==> src/upgrade_pkg.sv <==
package upgrade_pkg;

   // ---------------------------------------------------------------
   // Register layout
   // ---------------------------------------------------------------
   localparam int PRESET_W    = 12;
   localparam int WDOG_W      = 29;
   localparam int LOW_ZERO_W  = 17;
   localparam int STATUS_W    = 5;
   localparam int CTRL_W      = 24;
   localparam int SHIFT_W     = STATUS_W + CTRL_W;

   // Control/update word fields
   localparam int CTRL_ANF_BIT      = 0;
   localparam int CTRL_WDEN_BIT     = 11;
   localparam int CTRL_PRESET_LSB   = 12;
   localparam logic [CTRL_W-1:0] CTRL_RESET = 24'h000000;

   // Status bits
   localparam int ST_CRC_BIT   = 0;
   localparam int ST_NSTAT_BIT = 1;
   localparam int ST_CORE_BIT  = 2;
   localparam int ST_NCFG_BIT  = 3;
   localparam int ST_WDOG_BIT  = 4;
   localparam logic [STATUS_W-1:0] STATUS_RESET = 5'h00;

   // ---------------------------------------------------------------
   // AHB-Lite map
   // ---------------------------------------------------------------
   localparam logic [7:0] ADDR_MODE    = 8'h00;
   localparam logic [7:0] ADDR_STATUS  = 8'h04;
   localparam logic [7:0] ADDR_CONTROL = 8'h08;
   localparam logic [7:0] ADDR_UPDATE  = 8'h0C;
   localparam logic [7:0] ADDR_WDOG    = 8'h10;
   localparam logic [7:0] ADDR_FACTORY = 8'h14;
   localparam int MODE_REMOTE_BIT = 0;
   localparam int MODE_APP_BIT    = 1;
   localparam int MODE_USER_BIT   = 2;
   localparam logic [2:0] MODE_RESET = 3'h0;

   // ---------------------------------------------------------------
   // Timing
   // ---------------------------------------------------------------
   localparam int HCLK_MHZ = 250;
   localparam int OSC_MHZ  = 10;
   localparam int OSC_DIV  = HCLK_MHZ / OSC_MHZ;

   typedef struct packed {
      logic shift_not_load_select;
      logic capture_not_update_select;
      logic shift_serial_in;
   } shift_ctl_t;

   typedef enum logic [1:0] {
      SH_SHIFT,
      SH_CAPTURE,
      SH_UPDATE,
      SH_HOLD
   } shift_op_t;

endpackage

==> src/upgrade_watchdog_shift_interface.sv <==
// How it works
// - Watchdog counts down from control preset
// - Watchdog counter is 29 bits
// - Start value is preset then 17 zeros
// - Decrement once per 10 MHz oscillator tick
// - Counting starts only in application user mode
// - Reload request falling edge restores initial count
// - Expiry flags status and reconfigures from factory
// - Disabled in factory and during configuration
// - Reload honoured only in remote application
// - Other signals work in every mode
// - Update writes only in remote factory
// - Reconfig request rise copies update to control
// - Shift logic acts on shift clock rises
// - Shift select high shifts left each rise
// - Both selects low load update from shift
// - Capture loads status plus control or update
// - Local mode update load has no effect
// - Status holds five reconfiguration cause flags
`timescale 1ns/1ns
`default_nettype none
module upgrade_watchdog_shift_interface
   import upgrade_pkg::*;
#(
   parameter int DIV = OSC_DIV
) (
   // Clock, reset, enable
   input  wire logic        hclk,
   input  wire logic        hresetn,
   input  wire logic        ce,
   // AHB-Lite slave
   input  wire logic        hsel,
   input  wire logic [31:0] haddr,
   input  wire logic [1:0]  htrans,
   input  wire logic        hwrite,
   input  wire logic [2:0]  hsize,
   input  wire logic [31:0] hwdata,
   input  wire logic        hready,
   output logic      [31:0] hrdata,
   output logic             hreadyout,
   output logic             hresp,
   // User logic link, asynchronous to hclk
   input  wire logic        upgrade_shift_clock,
   input  wire shift_ctl_t  shift_ctl,
   input  wire logic        timer_reload_request_n,
   input  wire logic        logic_reconfig_request_n,
   output logic             shift_serial_out,
   // Configuration engine handshakes
   output logic             reconfig_pulse,
   output logic             factory_reconfig_pulse
);

   // ---------------------------------------------------------------
   // Input synchronisers
   // ---------------------------------------------------------------
   localparam int NS = 6;
   logic [NS-1:0] s_lvl, s_rise, s_fall;
   logic          sclk_rise;
   logic          reload_fall;
   logic          reconfig_rise;
   shift_ctl_t    ctl;

   edge_sync #(.W(NS)) u_sync (
      .hclk     (hclk),
      .hresetn  (hresetn),
      .ce       (ce),
      // Active-low requests enter inverted so the reset level matches idle: no false edge
      .async_in ({upgrade_shift_clock, shift_ctl, ~timer_reload_request_n,
                  ~logic_reconfig_request_n}),
      .sync_out (s_lvl),
      .rise     (s_rise),
      .fall     (s_fall)
   );

   assign sclk_rise     = s_rise[5];
   assign ctl           = s_lvl[4:2];
   assign reload_fall   = s_rise[1];
   assign reconfig_rise = s_fall[0];

   // ---------------------------------------------------------------
   // Mode and registers
   // ---------------------------------------------------------------
   logic [2:0]          mode;
   logic                remote_mode, app_config, user_mode;
   logic [CTRL_W-1:0]   control;
   logic [CTRL_W-1:0]   update;
   logic [STATUS_W-1:0] status;
   logic [SHIFT_W-1:0]  shreg;
   logic [WDOG_W-1:0]   wdog;
   logic [WDOG_W-1:0]   wdog_start;
   logic                wdog_run;
   logic                wdog_expire;
   logic                osc_tick;
   logic [7:0]          osc_cnt;
   shift_op_t           op;

   assign remote_mode = mode[MODE_REMOTE_BIT];
   assign app_config  = mode[MODE_APP_BIT];
   assign user_mode   = mode[MODE_USER_BIT];

   // ---------------------------------------------------------------
   // Bus slave: zero wait state, always OKAY
   // ---------------------------------------------------------------
   logic       dph_wr, dph_rd;
   logic [7:0] dph_addr;
   logic       wr_mode, wr_ctrl, wr_factory;

   always_ff @(posedge hclk or negedge hresetn) begin
      if (!hresetn) begin
         dph_wr   <= 1'b0;
         dph_rd   <= 1'b0;
         dph_addr <= 8'h00;
      end else if (ce && hready) begin
         dph_wr   <= hsel && htrans[1] && hwrite;
         dph_rd   <= hsel && htrans[1] && !hwrite;
         dph_addr <= haddr[7:0];
      end
   end

   assign hreadyout = 1'b1;
   assign hresp     = 1'b0;
   assign wr_mode    = ce && dph_wr && dph_addr == ADDR_MODE;
   assign wr_ctrl    = ce && dph_wr && dph_addr == ADDR_CONTROL;
   assign wr_factory = ce && dph_wr && dph_addr == ADDR_FACTORY;

   always_ff @(posedge hclk or negedge hresetn) begin
      if (!hresetn) begin
         hrdata <= 32'h00000000;
      end else if (ce && hready && hsel && htrans[1] && !hwrite) begin
         unique case (haddr[7:0])
            ADDR_MODE:    hrdata <= {29'h0, mode};
            ADDR_STATUS:  hrdata <= {27'h0, status};
            ADDR_CONTROL: hrdata <= {8'h00, control};
            ADDR_UPDATE:  hrdata <= {8'h00, update};
            ADDR_WDOG:    hrdata <= {3'h0, wdog};
            default:      hrdata <= 32'h00000000;
         endcase
      end
   end

   // Configuration state as reported by the configuration engine
   always_ff @(posedge hclk or negedge hresetn) begin
      if (!hresetn) begin
         mode <= MODE_RESET;
      end else if (ce) begin
         if (wdog_expire || reconfig_rise) begin
            mode[MODE_USER_BIT] <= 1'b0;
         end else if (wr_mode) begin
            mode <= hwdata[2:0];
         end
      end
   end

   // ---------------------------------------------------------------
   // Shift interface
   // ---------------------------------------------------------------
   always_comb begin
      if (!sclk_rise) begin
         op = SH_HOLD;
      end else if (ctl.shift_not_load_select) begin
         op = SH_SHIFT;
      end else if (ctl.capture_not_update_select) begin
         op = SH_CAPTURE;
      end else begin
         op = SH_UPDATE;
      end
   end

   // Shifts/captures run in any mode
   always_ff @(posedge hclk or negedge hresetn) begin
      if (!hresetn) begin
         shreg <= '0;
      end else if (ce) begin
         unique case (op)
            SH_SHIFT:   shreg <= {shreg[SHIFT_W-2:0], ctl.shift_serial_in};
            SH_CAPTURE: shreg <= {status, app_config ? control : update};
            default:    shreg <= shreg;
         endcase
      end
   end

   assign shift_serial_out = shreg[SHIFT_W-1];

   always_ff @(posedge hclk or negedge hresetn) begin
      if (!hresetn) begin
         update <= CTRL_RESET;
      end else if (ce && op == SH_UPDATE && remote_mode && !app_config) begin
         update <= shreg[CTRL_W-1:0];
      end
   end

   // ---------------------------------------------------------------
   // Control and status
   // ---------------------------------------------------------------
   always_ff @(posedge hclk or negedge hresetn) begin
      if (!hresetn) begin
         control <= CTRL_RESET;
      end else if (ce) begin
         if (wdog_expire) begin
            control <= CTRL_RESET;
         end else if (reconfig_rise) begin
            control <= update;
         end else if (wr_ctrl) begin
            control <= hwdata[CTRL_W-1:0];
         end
      end
   end

   // Hardware set wins over software clear in the same cycle
   always_ff @(posedge hclk or negedge hresetn) begin
      if (!hresetn) begin
         status <= STATUS_RESET;
      end else if (ce) begin
         status <= (wr_factory ? status & ~hwdata[STATUS_W-1:0] : status)
                   | (STATUS_W'(wdog_expire) << ST_WDOG_BIT)
                   | (STATUS_W'(reconfig_rise) << ST_CORE_BIT);
      end
   end

   // ---------------------------------------------------------------
   // Watchdog
   // ---------------------------------------------------------------
   assign wdog_start = {control[CTRL_PRESET_LSB +: PRESET_W],
                        {LOW_ZERO_W{1'b0}}};
   assign wdog_run   = user_mode && app_config && remote_mode
                       && control[CTRL_WDEN_BIT];
   assign osc_tick   = osc_cnt == 8'(DIV - 1);

   always_ff @(posedge hclk or negedge hresetn) begin
      if (!hresetn) begin
         osc_cnt <= 8'h00;
      end else if (ce) begin
         osc_cnt <= osc_tick ? 8'h00 : osc_cnt + 8'h01;
      end
   end

   assign wdog_expire = ce && wdog_run && osc_tick && wdog == '0;

   always_ff @(posedge hclk or negedge hresetn) begin
      if (!hresetn) begin
         wdog <= '0;
      end else if (ce) begin
         if (!wdog_run || reload_fall) begin
            wdog <= wdog_start;
         end else if (osc_tick && wdog != '0) begin
            wdog <= wdog - WDOG_W'(1);
         end
      end
   end

   always_ff @(posedge hclk or negedge hresetn) begin
      if (!hresetn) begin
         reconfig_pulse         <= 1'b0;
         factory_reconfig_pulse <= 1'b0;
      end else if (ce) begin
         reconfig_pulse         <= reconfig_rise;
         factory_reconfig_pulse <= wdog_expire;
      end
   end

endmodule
`default_nettype wire

==> src/edge_sync.sv <==
`timescale 1ns/1ns
`default_nettype none
module edge_sync
   import upgrade_pkg::*;
#(
   parameter int W = 1
) (
   // Clock and reset
   input  wire logic         hclk,
   input  wire logic         hresetn,
   input  wire logic         ce,
   // Asynchronous levels in, synchronised levels out
   input  wire logic [W-1:0] async_in,
   output logic      [W-1:0] sync_out,
   output logic      [W-1:0] rise,
   output logic      [W-1:0] fall
);
   logic [W-1:0] meta;
   logic [W-1:0] last;

   // Two flops before use; meta feeds only sync_out
   always_ff @(posedge hclk or negedge hresetn) begin
      if (!hresetn) begin
         meta     <= '0;
         sync_out <= '0;
         last     <= '0;
      end else if (ce) begin
         meta     <= async_in;
         sync_out <= meta;
         last     <= sync_out;
      end
   end

   assign rise = sync_out & ~last;
   assign fall = ~sync_out & last;
endmodule
`default_nettype wire

==> config.mk <==
export PLATFORM = sky130hd
export DESIGN_NAME = upgrade_watchdog_shift_interface
export DESIGN_NICKNAME = d
export VERILOG_FILES = /design/src/upgrade_pkg.sv /design/src/upgrade_watchdog_shift_interface.sv /design/src/edge_sync.sv
export SDC_FILE = /design/constraint.sdc
export NUM_CORES = 1
export LEC_CHECK = 0
export BUFFER_PORTS_ARGS = -buffer_cell sky130_fd_sc_hd__buf_2
export CAP_MARGIN = 30
export CORE_MARGIN = 10
export CORE_UTILIZATION = 55
export CTS_CLUSTER_DIAMETER = 200
export DETAILED_ROUTE_END_ITERATION = 7
export GPL_ROUTABILITY_DRIVEN = 0
export GPL_TIMING_DRIVEN = 0
export PLACE_DENSITY = 0.82
export SLEW_MARGIN = 20
export SYNTH_ARGS = -nofsm -noshare
export SYNTH_HDL_FRONTEND = slang
export SYNTH_SLANG_ARGS = --single-unit
==> constraint.sdc <==
create_clock -name hclk -period 3.1 [get_ports hclk]
set_input_delay 0.775 -clock hclk [delete_from_list [all_inputs] [get_ports hclk]]
set_output_delay 0.775 -clock hclk [all_outputs]
set_load 0.1 [all_outputs]
# Yosys cells after proc, flatten, opt, wreduce, memory -nomap -nowiden
# Index checks and enable logic that the tools add are counted.
# W data, S select, Z words.
totals:
  input_bits: 81
  reg_bits: 183
classes:
  eq_ne: 9
  reduce_logical: 39
  add_sub_neg: 2
  muxes: 15
  n_bitwise: 11
ops:
  columns: ["operator", "n"]
  rows:
  - ["$pmux W29 S5", 1]
  - ["$mux W24", 4]
  - ["$mux W29", 2]
  - ["$pmux W29 S2", 1]
  - ["$logic_not A29 Y1", 1]
  - ["$reduce_bool A29 Y1", 1]
  - ["$sub A29 B1 Y29 const B", 1]
  - ["$eq A8 B4 Y1 const B", 3]
  - ["$eq A8 B5 Y1 const B", 3]
  - ["$logic_and A1 B1 Y1", 20]
  - ["$logic_not A8 Y1", 2]
  - ["$add A8 B1 Y8 const B", 1]
  - ["$eq A8 B3 Y1 const B", 1]
  - ["$mux W8", 1]
  - ["$reduce_and A2 Y1", 4]
  - ["$and A6 B6 Y6", 1]
  - ["$mux W2", 3]
  - ["$not A6 Y6", 1]
  - ["$reduce_bool A2 Y1", 3]
  - ["$and A5 B5 Y5", 1]
  - ["$mux W5", 1]
  - ["$not A5 Y5", 1]
  - ["$or A5 B3 Y5", 1]
  - ["$or A5 B5 Y5", 1]
  - ["other kinds (11)", 17]

# Longest topological paths before layout
depth:
  ltp_word: 9
  ltp_mapped: 9

# Hierarchy
# Synthesis repeated with hierarchy kept, for this count alone.
hier_totals:
  hier_cells: 857
  area_unflattened_um2: 8924.8
by_module_without_submodules:
  columns: ["mod", "cells_each", "instances", "area_each_um2"]
  rows:
  - ["upgrade_watchdog_shift_interface", 807, 1, 8127.8]
  - ["edge_sync", 50, 1, 797.0]

# Worst setup path after synthesis
# OpenSTA, ideal clock, no wires.
synth_path:
  kind: "input to register"
  startpoint: "input haddr[1]"
  endpoint: "register hrdata[10]"
  arrival_ns: 2.407
  setup_slack_ns: 0.611
  t_required_ns: 3.017
  n_path_buf: 2
  path_stages: 7
  cell_sequence: "or4_1 nor3_1 and3_1 buf_2 buf_2 a21oi_1 o21ai_0"
synth_between:
  elab_chain_cells: 2
synth_rtl:
  columns: ["element", "line", "text"]
  rows:
  - ["from (decl)", "upgrade_watchdog_shift_interface.sv:33", "input wire logic [31:0] haddr,"]
  - ["$eq A8 B5 Y1 (tied with other cells)", "upgrade_watchdog_shift_interface.sv:130", "unique case (haddr[7:0])"]
  - ["$pmux W29 S5 *", "upgrade_watchdog_shift_interface.sv:130", null]
  - ["to (signal assigned)", "upgrade_watchdog_shift_interface.sv:131", "ADDR_MODE: hrdata <= {29'h0, mode};"]
  - ["to (signal assigned)", "upgrade_watchdog_shift_interface.sv:132", "ADDR_STATUS: hrdata <= {27'h0, status};"]
  - ["to (signal assigned)", "upgrade_watchdog_shift_interface.sv:133", "ADDR_CONTROL: hrdata <= {8'h00, control};"]
  - ["to (decl)", "upgrade_watchdog_shift_interface.sv:39", "output logic [31:0] hrdata,"]
# Mark *: on every way between the ends. The rest lies on a longest branch, timed or not.
# A chain may end at the register's enable or synchronous reset.

# Final worst setup path
layout_path:
  startpoint: "register wdog[22]"
  endpoint: "register control[2]"
layout_between:
  elab_chain_cells: 4
layout_rtl:
  columns: ["element", "line", "text"]
  rows:
  - ["from (decl)", "upgrade_watchdog_shift_interface.sv:89", "logic [WDOG_W-1:0] wdog;"]
  - ["from (signal assigned)", "upgrade_watchdog_shift_interface.sv:244", "wdog <= wdog_start;"]
  - ["from (signal assigned)", "upgrade_watchdog_shift_interface.sv:246", "wdog <= wdog - WDOG_W'(1);"]
  - ["$logic_not A29 Y1 *", "upgrade_watchdog_shift_interface.sv:237", "assign wdog_expire = ce && wdog_run && osc_tick && wdog == '0;"]
  - ["$logic_and A1 B1 Y1 *", "upgrade_watchdog_shift_interface.sv:237", null]
  - ["$reduce_bool A3 Y1 (no source line)", null, null]
  - ["$reduce_and A2 Y1 (no source line)", null, null]
  - ["to (signal assigned)", "upgrade_watchdog_shift_interface.sv:202", "control <= update;"]
  - ["to (signal assigned)", "upgrade_watchdog_shift_interface.sv:204", "control <= hwdata[CTRL_W-1:0];"]
  - ["to (decl)", "upgrade_watchdog_shift_interface.sv:85", "logic [CTRL_W-1:0] control;"]
# Marked as above.

==> metrics <==
WS Path Type=flop to flop; hold buffer count at cts=0; sequential-to-total area share from yosys stat=roughly 50%; R2R depth=6; worst r2r src=wdog[22]; final worst slack=approximately 0.34 ns; Critical Path Source Type=flop; Layout area overhead=14.87%; Storage cell area=about 4400 um2; global-route wire length before repair=39700 um; share of the synthesized area in the top cell type=50.38%; Most used DFF post-synth=dfrtp_1; die height=around 150 um; CTS tree=built; Clock Root Buffer=clkbuf_16; Clock Latency Late Sink=between 0.4 and 0.5 ns; Design Power=between 7 and 8 mW; # fillers=1258; Die ar.=about 21000 um2; num rows=between 40 and 50; total wire length=24020 um; initial antenna violation count=0; routed length per instance=around 20 um; Pleak=roughly 4.5 nW; Num CTS Buffers=17; Setup violations, final=0; Critical path origin=wdog[22]; area of the multi-input gates=between 4000 and 5000 um2; Fin. Hold Viols=0; final std cells w/o fill=between 1000 and 1500; Syn Area/Cell=10.20 um2; fin crit period=about 2.8 ns; placed instance count=1158; drt pass-1 iters=5; ys async rst share=100.0%; GR Util All Layers=22.73%; vias=about 7400; Mapped Area=8792 um2; core area=roughly 16000 um2; Routed Antenna Nets=0; initial core utilization=a little under three fifths; vias in the first global route=7399; Post-synth EDFFs=0; Worst path slowest cell=nor4_4; n_diodes=0; clock skew=a little under 0.009 ns; Final Cycle Share=between 80% and 90%; clock sink count=177; Worst-Margin Slew=a little over 0.8 ns; critical path cell sequence=or4_4 -> nor3_1 -> nand2_1 -> nor4_4 -> buf_4 -> a211oi_1; clk buf depth=2; class of the worst hold path=input port to async pin; PortBufs=76; max-cap viol count=0; maximum vdd ir drop=between 0.0004 and 0.0005 V; layout cells sized above 1=19.82%; Final Max Tran Viols=0; r2r setup slk=roughly 0.34 ns; power density over the cells=slightly above 700 nW/um2; Max stage delay on crit path=0.62 ns; top cells by count, synth=177 x dfrtp_1, 120 x nand2_1, 92 x o21ai_0, 58 x mux2i_1, 49 x mux2_2; DRC=0; Synth area leaders=dfrtp_1 50%, mux2i_1 6.6%, mux2_2 6.3%; Worst slew margin=between 40 and 50%; Ys Warns=0; Crit path required time=between 3 and 4 ns; #FFs+latches synth=177; Synth cell types=68; post-cts resize count=0; Vias/cell=around 6.2; post-DP HPWL=17380 um; Crit Path Max Fanout=10; most common cell in the synthesized netlist=dfrtp_1; setup repair bufs after CTS=0; largest net degree at the start of global routing=96; # IOs=approximately 120; total grt overflow=0; crit path DAT=~3.1 ns; initial DRC count=1074; CTS clk-pin slew, worst paths=~0.070 ns; CP Capture Type=flop; Mapped Cells=around 860; CTS HTree Levels=4; chip width=roughly 150 um; Peak Freq=between 0.3 and 0.4 GHz; Hold WS=roughly 0.31 ns; dpl ws=roughly 0.036 ns; reg-to-reg endpoint=control[2]; fin nets=roughly 1000; RSZ-0062 raised after global routing=no; largest area contributor in the netlist=dfrtp_1; status=finished, final reports clean
[per-stage QoR]
step / cell area (um2) / setup TNS, ns / util, %
after floorplan: 8803 / 0 / -
after global placement: 9454 / -266.20 / 59.95
after detailed placement: 9497 / 0 / 60.22
after CTS: 10100 / 0 / 64.04
after global routing: 10100 / 0 / 64.04
final: 10100 / 0 / 64.04
[report_power, final]
group,internal [mW],switching [mW]
Sequential,2.77,0.534
Combinational,0.617,1.03
Clock,1.29,0.905
[placed cells by master, fill, tap and decap left out, types with 6 or more instances in the layout]
master	n
nand2_1	120
o31ai_1	7
a21oi_1	26
o21ai_0	92
nand3_1	24
buf_1	7
a22o_1	17
a222oi_1	7
clkbuf_16	17
inv_1	7
a211oi_1	24
or3_1	17
mux2i_1	58
nor3_1	14
nand4_1	10
or4_1	6
buf_4	8
clkbuf_1	38
buf_2	80
nor2_1	45
nor4_1	9
mux2_2	49
and3_1	8
dfrtp_1	177
[worst max path at each step]
stage | end | slack [ns] | depth (start not counted)
finish | control[2] | 0.34 | 6
global route | control[3] | 0.21 | 6
CTS | control[3] | 0.36 | 6
detailed placement | hrdata[15] | 0.04 | 7
global placement | wdog[16] | -1.52 | 1
floorplan | hrdata[10] | 0.61 | 7
[routing by layer]
layer	vias to the layer above	share of wire [%]	global-route usage (%)	routed length, um
met5	-	0	0	0
met4	0	3.4	9.560	819
met3	66	7.2	5.006	1726
met2	312	48	36.97	11610
met1	3654	41	28.70	9860
li1	3355	-	-	-
[area by class of cell]
class,count,area share (%)
Timing Repair Buffer,77,4.138
Sequential cell,177,43.86
Clock inverter,8,1.003
Inverter,7,0.2602
Multi-Input combinational cell,623,40.35
Buffer,58,2.750
Clock buffer,24,4.968
Tap cell,216,2.676
[logic make-up after synthesis]
kind of cell    count (synthesis)  share of synthesized area, %
xor+xnor                        4                        0.3985
simple gates                  279                         15.47
other cells                     2                       0.08542
compound gates                224                         16.76
flops                         177                         50.38
buf+inv                        65                         3.458
mux                           107                         12.88
fa+ha+maj                       4                        0.5693
[flip-flops by register name (all words and copies together) (netlist names)]
name                    count
dph_wr                      1
u_sync.meta                 6
shreg                      29
osc_cnt                     8
control                    24
reconfig_pulse              1
u_sync.sync_out             6
factory_reconfig_pulse      1
u_sync.last                 3
mode                        3
update                     24
wdog                       29
hrdata                     29
status                      5
dph_addr                    8
[critical path, delay by kind of cell (launching register included)]
family / cells / cell delay, ns
simple gates: 4 / 1.78
flops: 1 / 0.47
buf+inv: 1 / 0.29
compound gates: 1 / 0.07
Power figures use the tool's default switching activity.
